**config.mk**
```make
export PLATFORM = sky130hd
export DESIGN_NAME = tcm_channel
export DESIGN_NICKNAME = d
export VERILOG_FILES = /design/src/logic/tcm_channel.v /design/src/logic/tcm_edge_detect.v
export VERILOG_INCLUDE_DIRS = /design/src /design/src/logic
export SDC_FILE = /design/constraint.sdc
export NUM_CORES = 1
export LEC_CHECK = 0
export BUFFER_PORTS_ARGS = -buffer_cell sky130_fd_sc_hd__buf_2
export CORE_AREA = 2 2 114 105
export DETAILED_ROUTE_END_ITERATION = 12
export DIE_AREA = 0 0 116 107
export GPL_ROUTABILITY_DRIVEN = 0
export SLEW_MARGIN = 0
export SYNTH_ARGS = -nofsm -noshare
export SYNTH_HDL_FRONTEND = slang
export SYNTH_HIERARCHICAL = 1
export SYNTH_SLANG_ARGS = --single-unit
```
**constraint.sdc**
```tcl
create_clock -name clock_i -period 3.2 [get_ports clock_i]
set_clock_uncertainty 0.2 [all_clocks]
set_input_delay 0.16 -clock clock_i [delete_from_list [all_inputs] [get_ports clock_i]]
set_output_delay 0.16 -clock clock_i [all_outputs]
set_load 0.01 [all_outputs]
```
**src/logic/tcm_defines.vh**
```
// Constants for the timer channel: register offsets, field positions,
// reset values and operation mode codes.
// Assumes a 16-bit register port with byte addresses in word steps.
`ifndef TCM_DEFINES_VH
`define TCM_DEFINES_VH

// Register port geometry
`define TCM_ADDR_W 5
`define TCM_DATA_W 16

// Register byte offsets
`define TCM_OFS_MODE 5'h00
`define TCM_OFS_COUNT_VALUE 5'h04
`define TCM_OFS_OUT_LEVEL 5'h08
`define TCM_OFS_OUT_ENABLE 5'h0C
`define TCM_OFS_CTRL 5'h10
`define TCM_OFS_COUNTER 5'h14

// Mode register field positions
`define TCM_MODE_OPMODE_LSB 1
`define TCM_MODE_OPMODE_MSB 3
`define TCM_MODE_START_OPT 0
`define TCM_MODE_EDGE_LSB 6
`define TCM_MODE_EDGE_MSB 7
`define TCM_MODE_SPLIT 11

// Control register fields
`define TCM_CTRL_START 0
`define TCM_CTRL_STOP 1
`define TCM_CTRL_PIN_TRIG 2
`define TCM_CTRL_STATE_LSB 4

// Operation mode codes held in the upper three mode bits
`define TCM_OPM_INTERVAL 3'h0
`define TCM_OPM_CAPTURE 3'h2
`define TCM_OPM_EVENT 3'h3
`define TCM_OPM_ONECOUNT 3'h4
`define TCM_OPM_WIDTH 3'h6

// Input edge field codes
`define TCM_EDGE_FALL 2'h0
`define TCM_EDGE_RISE 2'h1
`define TCM_EDGE_LOW_W 2'h2
`define TCM_EDGE_HIGH_W 2'h3

// Reset values
`define TCM_RST_MODE 4'h0
`define TCM_RST_EDGE 2'h0
`define TCM_RST_COUNT 16'h0000
`define TCM_RST_OUT 4'h0

// Count width when the width select bit asks for 8-bit operation
`define TCM_SPLIT_MASK 16'h00FF
`define TCM_FULL_MASK 16'hFFFF

`endif

```
**src/logic/tcm_channel.v**
```verilog
// One timer channel with its mode register, count value register and the
// shared four-bit output level and output enable registers.
// Assumes a simple strobe register port and a pin input synchronous to clock_i.
//
// Design decisions made here: the strobed register port and the register addresses.
`timescale 1ns/100ps
`default_nettype none
`include "tcm_defines.vh"

module tcm_channel (
	// Clock and reset
	input wire clock_i,
	input wire reset_n_i,
	// Register port
	input wire [`TCM_ADDR_W-1:0] addr_i,
	input wire [`TCM_DATA_W-1:0] wdata_i,
	input wire wr_i,
	input wire rd_i,
	output wire [`TCM_DATA_W-1:0] rdata_o,
	// Timer pins
	input wire timer_input_pin_i,
	input wire [2:0] other_toggle_i,
	output wire [3:0] timer_out_o,
	// Status
	output wire timer_irq_o,
	output wire running_o
);

	// Channel states
	localparam ST_IDLE = 2'h0;
	localparam ST_ARMED = 2'h1;
	localparam ST_RUN = 2'h2;

	// Active count mask for the chosen width
	function [`TCM_DATA_W-1:0] cnt_mask;
		input split;
		begin
			cnt_mask = split ? `TCM_SPLIT_MASK : `TCM_FULL_MASK;
		end
	endfunction

	// Masked decrement, wraps inside the active width
	function [`TCM_DATA_W-1:0] cnt_dec;
		input [`TCM_DATA_W-1:0] v;
		input split;
		begin
			cnt_dec = (v - 16'h0001) & cnt_mask(split);
		end
	endfunction

	// Masked increment, wraps inside the active width
	function [`TCM_DATA_W-1:0] cnt_inc;
		input [`TCM_DATA_W-1:0] v;
		input split;
		begin
			cnt_inc = (v + 16'h0001) & cnt_mask(split);
		end
	endfunction

	// Zero test inside the active width
	function cnt_zero;
		input [`TCM_DATA_W-1:0] v;
		input split;
		begin
			cnt_zero = ((v & cnt_mask(split)) == 16'h0000);
		end
	endfunction

	reg [3:0] md_r;
	reg [1:0] edge_r;
	reg split_r;
	reg [`TCM_DATA_W-1:0] count_value_r;
	reg [3:0] out_level_r;
	reg [3:0] out_en_r;
	reg pin_trig_r;
	reg [`TCM_DATA_W-1:0] cnt_r;
	reg [`TCM_DATA_W-1:0] cnt_nxt;
	reg [1:0] state_r;
	reg [1:0] state_nxt;
	reg irq_r;
	reg irq_nxt;
	reg tog_nxt;
	reg cap_nxt;
	reg [`TCM_DATA_W-1:0] rdata_r;
	reg [`TCM_DATA_W-1:0] rdata_nxt;
	reg [3:0] level_nxt;
	reg valid_edge;
	reg start_edge;
	reg end_edge;
	integer i;

	wire pin_rise;
	wire pin_fall;
	wire [2:0] opmode;
	wire start_opt;
	wire sw_start;
	wire sw_stop;
	wire trig;
	wire running;
	wire [3:0] ch_tog;

	// Edge pulses from the input pin
	tcm_edge_detect u_edge (
		.clock_i(clock_i),
		.reset_n_i(reset_n_i),
		.level_i(timer_input_pin_i),
		.rise_o(pin_rise),
		.fall_o(pin_fall)
	);

	// Mode fields and software strobes
	assign opmode = md_r[`TCM_MODE_OPMODE_MSB:`TCM_MODE_OPMODE_LSB];
	assign start_opt = md_r[`TCM_MODE_START_OPT];
	assign sw_start = wr_i && (addr_i == `TCM_OFS_CTRL) && wdata_i[`TCM_CTRL_START];
	assign sw_stop = wr_i && (addr_i == `TCM_OFS_CTRL) && wdata_i[`TCM_CTRL_STOP];
	assign running = (state_r == ST_RUN);

	// Valid edge decode; width modes start on one edge and end on the other
	always @* begin
		valid_edge = 1'b0;
		start_edge = 1'b0;
		end_edge = 1'b0;
		case (edge_r)
			`TCM_EDGE_FALL: valid_edge = pin_fall;
			`TCM_EDGE_RISE: valid_edge = pin_rise;
			`TCM_EDGE_LOW_W: begin
				valid_edge = pin_rise | pin_fall;
				start_edge = pin_fall;
				end_edge = pin_rise;
			end
			`TCM_EDGE_HIGH_W: begin
				valid_edge = pin_rise | pin_fall;
				start_edge = pin_rise;
				end_edge = pin_fall;
			end
			default: valid_edge = 1'b0;
		endcase
	end

	// A start comes from software, or in interval and one-count modes from a valid pin edge when enabled
	assign trig = sw_start | (pin_trig_r & valid_edge);

	// Counting engine; the count value must already be loaded at start
	always @* begin
		cnt_nxt = cnt_r;
		state_nxt = state_r;
		irq_nxt = 1'b0;
		tog_nxt = 1'b0;
		cap_nxt = 1'b0;
		if (sw_stop) begin
			state_nxt = ST_IDLE;
		end else begin
			case (opmode)
				`TCM_OPM_INTERVAL: begin
					if (trig) begin
						cnt_nxt = count_value_r & cnt_mask(split_r);
						state_nxt = ST_RUN;
						irq_nxt = start_opt;
						tog_nxt = start_opt;
					end else if (running) begin
						if (cnt_zero(cnt_r, split_r)) begin
							cnt_nxt = count_value_r & cnt_mask(split_r);
							irq_nxt = 1'b1;
							tog_nxt = 1'b1;
						end else begin
							cnt_nxt = cnt_dec(cnt_r, split_r);
						end
					end
				end
				`TCM_OPM_CAPTURE: begin
					if (sw_start) begin
						cnt_nxt = 16'h0000;
						state_nxt = ST_RUN;
						irq_nxt = start_opt;
						tog_nxt = start_opt;
					end else if (running) begin
						if (valid_edge) begin
							cap_nxt = 1'b1;
							cnt_nxt = 16'h0000;
							irq_nxt = 1'b1;
						end else begin
							cnt_nxt = cnt_inc(cnt_r, split_r);
						end
					end
				end
				`TCM_OPM_EVENT: begin
					// No start interrupt here; option bit is left unread
					if (sw_start) begin
						cnt_nxt = count_value_r & cnt_mask(split_r);
						state_nxt = ST_RUN;
					end else if (running && valid_edge) begin
						if (cnt_zero(cnt_r, split_r)) begin
							cnt_nxt = count_value_r & cnt_mask(split_r);
							irq_nxt = 1'b1;
							tog_nxt = 1'b1;
						end else begin
							cnt_nxt = cnt_dec(cnt_r, split_r);
						end
					end
				end
				`TCM_OPM_ONECOUNT: begin
					if (trig && !running) begin
						cnt_nxt = count_value_r & cnt_mask(split_r);
						state_nxt = ST_RUN;
						tog_nxt = 1'b1;
					end else if (trig && start_opt) begin
						cnt_nxt = count_value_r & cnt_mask(split_r);
						irq_nxt = 1'b1;
					end else if (running) begin
						// A trigger with option 0 falls through and is ignored
						if (cnt_zero(cnt_r, split_r)) begin
							state_nxt = ST_IDLE;
							irq_nxt = 1'b1;
							tog_nxt = 1'b1;
						end else begin
							cnt_nxt = cnt_dec(cnt_r, split_r);
						end
					end
				end
				`TCM_OPM_WIDTH: begin
					// Start option is ignored: no start interrupt, no retrigger
					if (sw_start) begin
						state_nxt = ST_ARMED;
					end else if (state_r == ST_ARMED && start_edge) begin
						cnt_nxt = 16'h0000;
						state_nxt = ST_RUN;
					end else if (running) begin
						if (end_edge) begin
							cap_nxt = 1'b1;
							irq_nxt = 1'b1;
							state_nxt = ST_ARMED;
						end else begin
							cnt_nxt = cnt_inc(cnt_r, split_r);
						end
					end
				end
				default: begin
					// Prohibited codes just hold the channel where it is
					state_nxt = state_r;
				end
			endcase
		end
	end

	// Counter, state and interrupt pulse
	always @(posedge clock_i or negedge reset_n_i) begin
		if (!reset_n_i) begin
			cnt_r <= `TCM_RST_COUNT;
			state_r <= ST_IDLE;
			irq_r <= 1'b0;
		end else begin
			cnt_r <= cnt_nxt;
			state_r <= state_nxt;
			irq_r <= irq_nxt;
		end
	end

	// Configuration registers written by software
	always @(posedge clock_i or negedge reset_n_i) begin
		if (!reset_n_i) begin
			md_r <= `TCM_RST_MODE;
			edge_r <= `TCM_RST_EDGE;
			split_r <= 1'b0;
			out_en_r <= `TCM_RST_OUT;
			pin_trig_r <= 1'b0;
		end else if (wr_i) begin
			if (addr_i == `TCM_OFS_MODE) begin
				md_r <= wdata_i[`TCM_MODE_OPMODE_MSB:`TCM_MODE_START_OPT];
				edge_r <= wdata_i[`TCM_MODE_EDGE_MSB:`TCM_MODE_EDGE_LSB];
				split_r <= wdata_i[`TCM_MODE_SPLIT];
			end
			if (addr_i == `TCM_OFS_OUT_ENABLE) begin
				out_en_r <= wdata_i[3:0];
			end
			if (addr_i == `TCM_OFS_CTRL) begin
				pin_trig_r <= wdata_i[`TCM_CTRL_PIN_TRIG];
			end
		end
	end

	// Count value: a capture beats a software write in the same cycle
	always @(posedge clock_i or negedge reset_n_i) begin
		if (!reset_n_i) begin
			count_value_r <= `TCM_RST_COUNT;
		end else if (cap_nxt) begin
			count_value_r <= cnt_r & cnt_mask(split_r);
		end else if (wr_i && (addr_i == `TCM_OFS_COUNT_VALUE)) begin
			count_value_r <= wdata_i;
		end
	end

	// Toggle requests per channel; channel 0 is this engine
	assign ch_tog = {other_toggle_i, tog_nxt};

	// Output bits: timer owns enabled bits, software owns the rest
	always @* begin
		level_nxt = out_level_r;
		for (i = 0; i < 4; i = i + 1) begin
			if (out_en_r[i]) begin
				if (ch_tog[i]) begin
					level_nxt[i] = ~out_level_r[i];
				end
			end else if (wr_i && (addr_i == `TCM_OFS_OUT_LEVEL)) begin
				level_nxt[i] = wdata_i[i];
			end
		end
	end

	// Output level register, four channel bits
	always @(posedge clock_i or negedge reset_n_i) begin
		if (!reset_n_i) begin
			out_level_r <= `TCM_RST_OUT;
		end else begin
			out_level_r <= level_nxt;
		end
	end

	// Read mux; unmapped offsets and unheld bits read as zero
	always @* begin
		rdata_nxt = 16'h0000;
		if (rd_i) begin
			case (addr_i)
				`TCM_OFS_MODE: rdata_nxt = {4'h0, split_r, 3'h0, edge_r, 2'h0, md_r};
				`TCM_OFS_COUNT_VALUE: rdata_nxt = count_value_r;
				`TCM_OFS_OUT_LEVEL: rdata_nxt = {12'h000, out_level_r};
				`TCM_OFS_OUT_ENABLE: rdata_nxt = {12'h000, out_en_r};
				`TCM_OFS_CTRL: rdata_nxt = {10'h000, state_r, 1'b0, pin_trig_r, 2'h0};
				`TCM_OFS_COUNTER: rdata_nxt = cnt_r;
				default: rdata_nxt = 16'h0000;
			endcase
		end
	end

	// Read data stands for exactly the cycle after the strobe
	always @(posedge clock_i or negedge reset_n_i) begin
		if (!reset_n_i) begin
			rdata_r <= 16'h0000;
		end else begin
			rdata_r <= rdata_nxt;
		end
	end

	// Outputs; running_o is decoded from state_r, the rest are registered
	assign rdata_o = rdata_r;
	assign timer_out_o = out_level_r;
	assign timer_irq_o = irq_r;
	assign running_o = running;

endmodule // tcm_channel

`default_nettype wire

```
**src/logic/tcm_edge_detect.v**
```verilog
// Edge detector for the timer input pin: one-cycle rise and fall pulses.
// Assumes the pin is already synchronous to clock_i.
`timescale 1ns/100ps
`default_nettype none

module tcm_edge_detect (
	// Clock and reset
	input wire clock_i,
	input wire reset_n_i,
	// Sampled level
	input wire level_i,
	// Edge pulses
	output wire rise_o,
	output wire fall_o
);

	reg prev_r;

	// Previous level; starts low so a high pin at release counts as a rise
	always @(posedge clock_i or negedge reset_n_i) begin
		if (!reset_n_i) begin
			prev_r <= 1'b0;
		end else begin
			prev_r <= level_i;
		end
	end

	// Pulses compare the current sample with the last one
	assign rise_o = level_i & ~prev_r;
	assign fall_o = ~level_i & prev_r;

endmodule // tcm_edge_detect

`default_nettype wire

```
==> results.md <==
* Final setup TNS at 0 ns
* Fmax at 339.7 MHz
* Avg Cell Area, Syn at between 8 and 9 um^2
* ANT nets after route at 0
* Sequential Area at 0.001702 mm^2
* Die ar. at approximately 0.012 mm^2
* Synthesized Nets at between 600 and 700
* Fin. max-slew vios at 0
* Most frequent cells in the layout: dfrtp_1, nor2_1, nand2_1
* Ys Warns at 6
* Die Ht at 107 um
* Worst-path clk slew at 0.06 ns
* Area of the multi-input gates at 0.003027 mm^2
* Initial Util at 44.51%
* Hold path endpoint: pin_trig_r
* Slew headroom at 35.82%
* Largest family of logic cells by synthesized area: compound AO/OA/AOI/OAI gates
* Pre-CTS setup slack at approximately 0.32 ns
* Hold path cells at 4
* P_int at 2440 uW
* Leakage at 0.002528 uW
* Peak VDD IR at approximately 0.00056 V
* Endpoint type of the worst setup path: flip-flop
* Routed WL at roughly 15000 um
* Fin. Hold Viols at 0
* Sw power at 1873 uW
* Largest net degree at the start of global routing at 42
* Dpl cell area at about 0.0054 mm^2
* Share of cells above drive strength 1 at 22.71%
* 1st-pass router iterations at 5
* Via Count at 4876
* Fin util at ~53%
* DP Wirelength at 10720 um
* Reg-to-reg slack, setup at around 0.26 ns
* R2r endpoint: cnt_r[13]
* Port Buf Inserts at 50
* Setup Viol. Count Final at 0
* Post-Synth Simple-Gate Area at 21.56%
* Min Tclk post-route at 2.944 ns
* Compound-Gate Fraction of Synth Area at 24.12%
* TritonCTS buffer count at 9
* Yosys reg bits at 68
* Die outline width at approximately 120 um
* Critical path type: reg2reg
* Critical Path Source: cnt_r[11]
* Synth async-reset ratio at 100.0%
* Via density per instance at ~6
* Crit path setup slack, layout at 0.2562 ns
* Area growth syn-to-layout at 18.29%
* Wire per inst at around 19 um
* TritonCTS clock tree: yes
* CTS Sinks at ~70
* Clk root buf: clkbuf_16
* Final period util at around nine tenths
* Design area at 0.005898 mm^2
* Type of the worst min-delay path: in2reg
* Latest clock arrival within the worst-skew pair at 0.34 ns
* Sw Ratio at between 40% and 50%
* Max-cap violations at 0
* Core footprint at 0.01120 mm^2
* Actual slew at the worst max-slew pin at 0.9627 ns
* DRT iter0 DRCs at approximately 390
* # fillers at 1098
* Hold Startpoint: addr_i[0]
* Post-Synth Adder-Cell Area at 0.7528%
* Maximum clock path buffer count at 2
* Post-synthesis sequential area ratio at 34.13%
* I/O pin total at 51
* Pwr/cell area at 731.3 mW/mm^2
* Outcome: completed
* Main flop type after synthesis: dfrtp_1
* Reg2reg start: cnt_r[11]
* H-tree depth at 3
* Sequential Power Share at 36.4%
* Worst path required time at between 3 and 4 ns
* Logic gate share of total power at 42.8%
* Number of global-route vias before repair at 4608
* Library cells used by synthesis at 73
* CP arrival at 2.96 ns
* Initial antenna violation count at 0
* Clock group share of total power at between 20% and 30%
* Row count at 37
* Syn Std Cell Area at 0.004986 mm^2
* Post-Synth XOR/XNOR Area at 3.864%
* ANT cells at 0
* First-pass GRT wire length at 24520 um
* Setup crit start kind: flip-flop
* Tot GR Track Use at around a quarter
* Post-synth EDFFs at 0
* R2r worst-path depth at 7
* Overall Power at between 4000 and 5000 uW
* Grt ovf at 0
* Post-synthesis mux area share at approximately a tenth
* RSZ-0062 raised after global routing: false
* Drt drc at 0
* Largest fanout on the critical path at 9
* Nets at 671
* Syn Inst Count at 573
* Commonest non-fill, non-tap cell in the layout: dfrtp_1
flip-flops by register name, summed over array words and instances (netlist names):
register / count
cnt_r: 16
count_value_r: 16
edge_r: 2
md_r: 4
out_en_r: 4
pin_trig_r: 1
rdata_o: 16
split_r: 1
state_r: 2
timer_irq_o: 1
timer_out_o: 4
u_edge/prev_r: 1
worst max path at each step:
stage	endpoint	depth (start not counted)	slack [ns]
2_1_floorplan	cnt_r[13]	10	0.66
3_3_place_gp	cnt_r[13]	7	0.37
3_5_place_dp	cnt_r[3]	10	0.32
4_1_cts	cnt_r[3]	12	0.21
5_1_grt	cnt_r[13]	7	0.11
6_report	cnt_r[13]	7	0.26
cell families (layout without fill, tap and decap cells):
kind of cell / after synthesis / in the layout
AOI/OAI and AO/OA: 172 / 172
xor gates and xnor gates: 22 / 22
adders and majority gates: 3 / 3
buffers and inverters: 54 / 124
DFF: 68 / 68
muxes: 48 / 48
and+or+nand+nor: 206 / 206
Yosys cell counts, types with 6 or more instances:
library cell,instances,area [um^2]
or3_1,6,37.54
nand2_1,55,206.5
a22oi_1,7,52.55
o21ai_0,30,150.1
and3_1,9,56.30
buf_2,12,60.06
a21oi_1,37,185.2
a211oi_1,7,52.55
nand3_1,19,95.09
dfrtp_1,68,1702
inv_1,7,26.28
mux2_2,29,326.6
a31oi_1,11,68.82
a22o_1,9,78.83
nor3_1,15,75.07
a221oi_1,6,52.55
xnor2_1,10,87.58
clkbuf_1,25,93.84
xor2_1,12,105.1
mux2i_1,19,190.2
o21a_1,8,60.06
nor4_1,6,37.54
nor2_1,57,214.0
nand4_1,7,43.79
nand2b_1,6,37.54
power by group through the flow:
| stage | Clock [uW] | Combinational [uW] | Sequential [uW] |
|---|---|---|---|
| after floorplan | 0 | 1510 | 1300 |
| after global placement | 0 | 1770 | 1570 |
| after detailed placement | 0 | 1800 | 1570 |
| after CTS | 920 | 1830 | 1560 |
| after global routing | 957 | 2060 | 1620 |
| final | 895 | 1850 | 1570 |
final cells by class:
| cell class | count | area share, % |
|---|---|---|
| Sequential cell | 68 | 28.85 |
| Clock buffer | 10 | 3.882 |
| Timing Repair Buffer | 101 | 11.62 |
| Inverter | 8 | 0.5091 |
| Multi-Input combinational cell | 451 | 51.32 |
| Tap cell | 156 | 3.309 |
| Clock inverter | 5 | 0.5091 |
per-stage QoR:
stage,cells,hold slack [ns]
after CTS,799,0.1282
final,799,0.1386
after global routing,799,0.1791
after floorplan,573,-0.3356
after detailed placement,763,0.09022
after global placement,763,0.09117
worst max-delay path, stage by stage, from the launching register on:
cell	delay (ns)
dfrtp_1	0.51
nor4_2	0.52
a31oi_1	0.26
o21ai_1	0.35
o221ai_1	0.35
a22o_1	0.32
a222oi_1	0.21
o21ai_1	0.09
what timing repair did:
action                                  in CTS  in global routing
gates resized for setup                      0                  1
endpoints found under the setup margin       0                  1
setup buffers                                0                  0
hold endpoints to repair                    69                  0
hold buffers                                21                  0
layer usage:
layer  routed length, um  up-vias  track usage [%]
li1                    -     2277                -
met1                6910     2350            37.24
met2                6563      223            38.01
met3                1225       26            5.257
met4                 233        0            7.058
met5                   0        -                0
No activity file was read; power rests on OpenSTA's default activity.
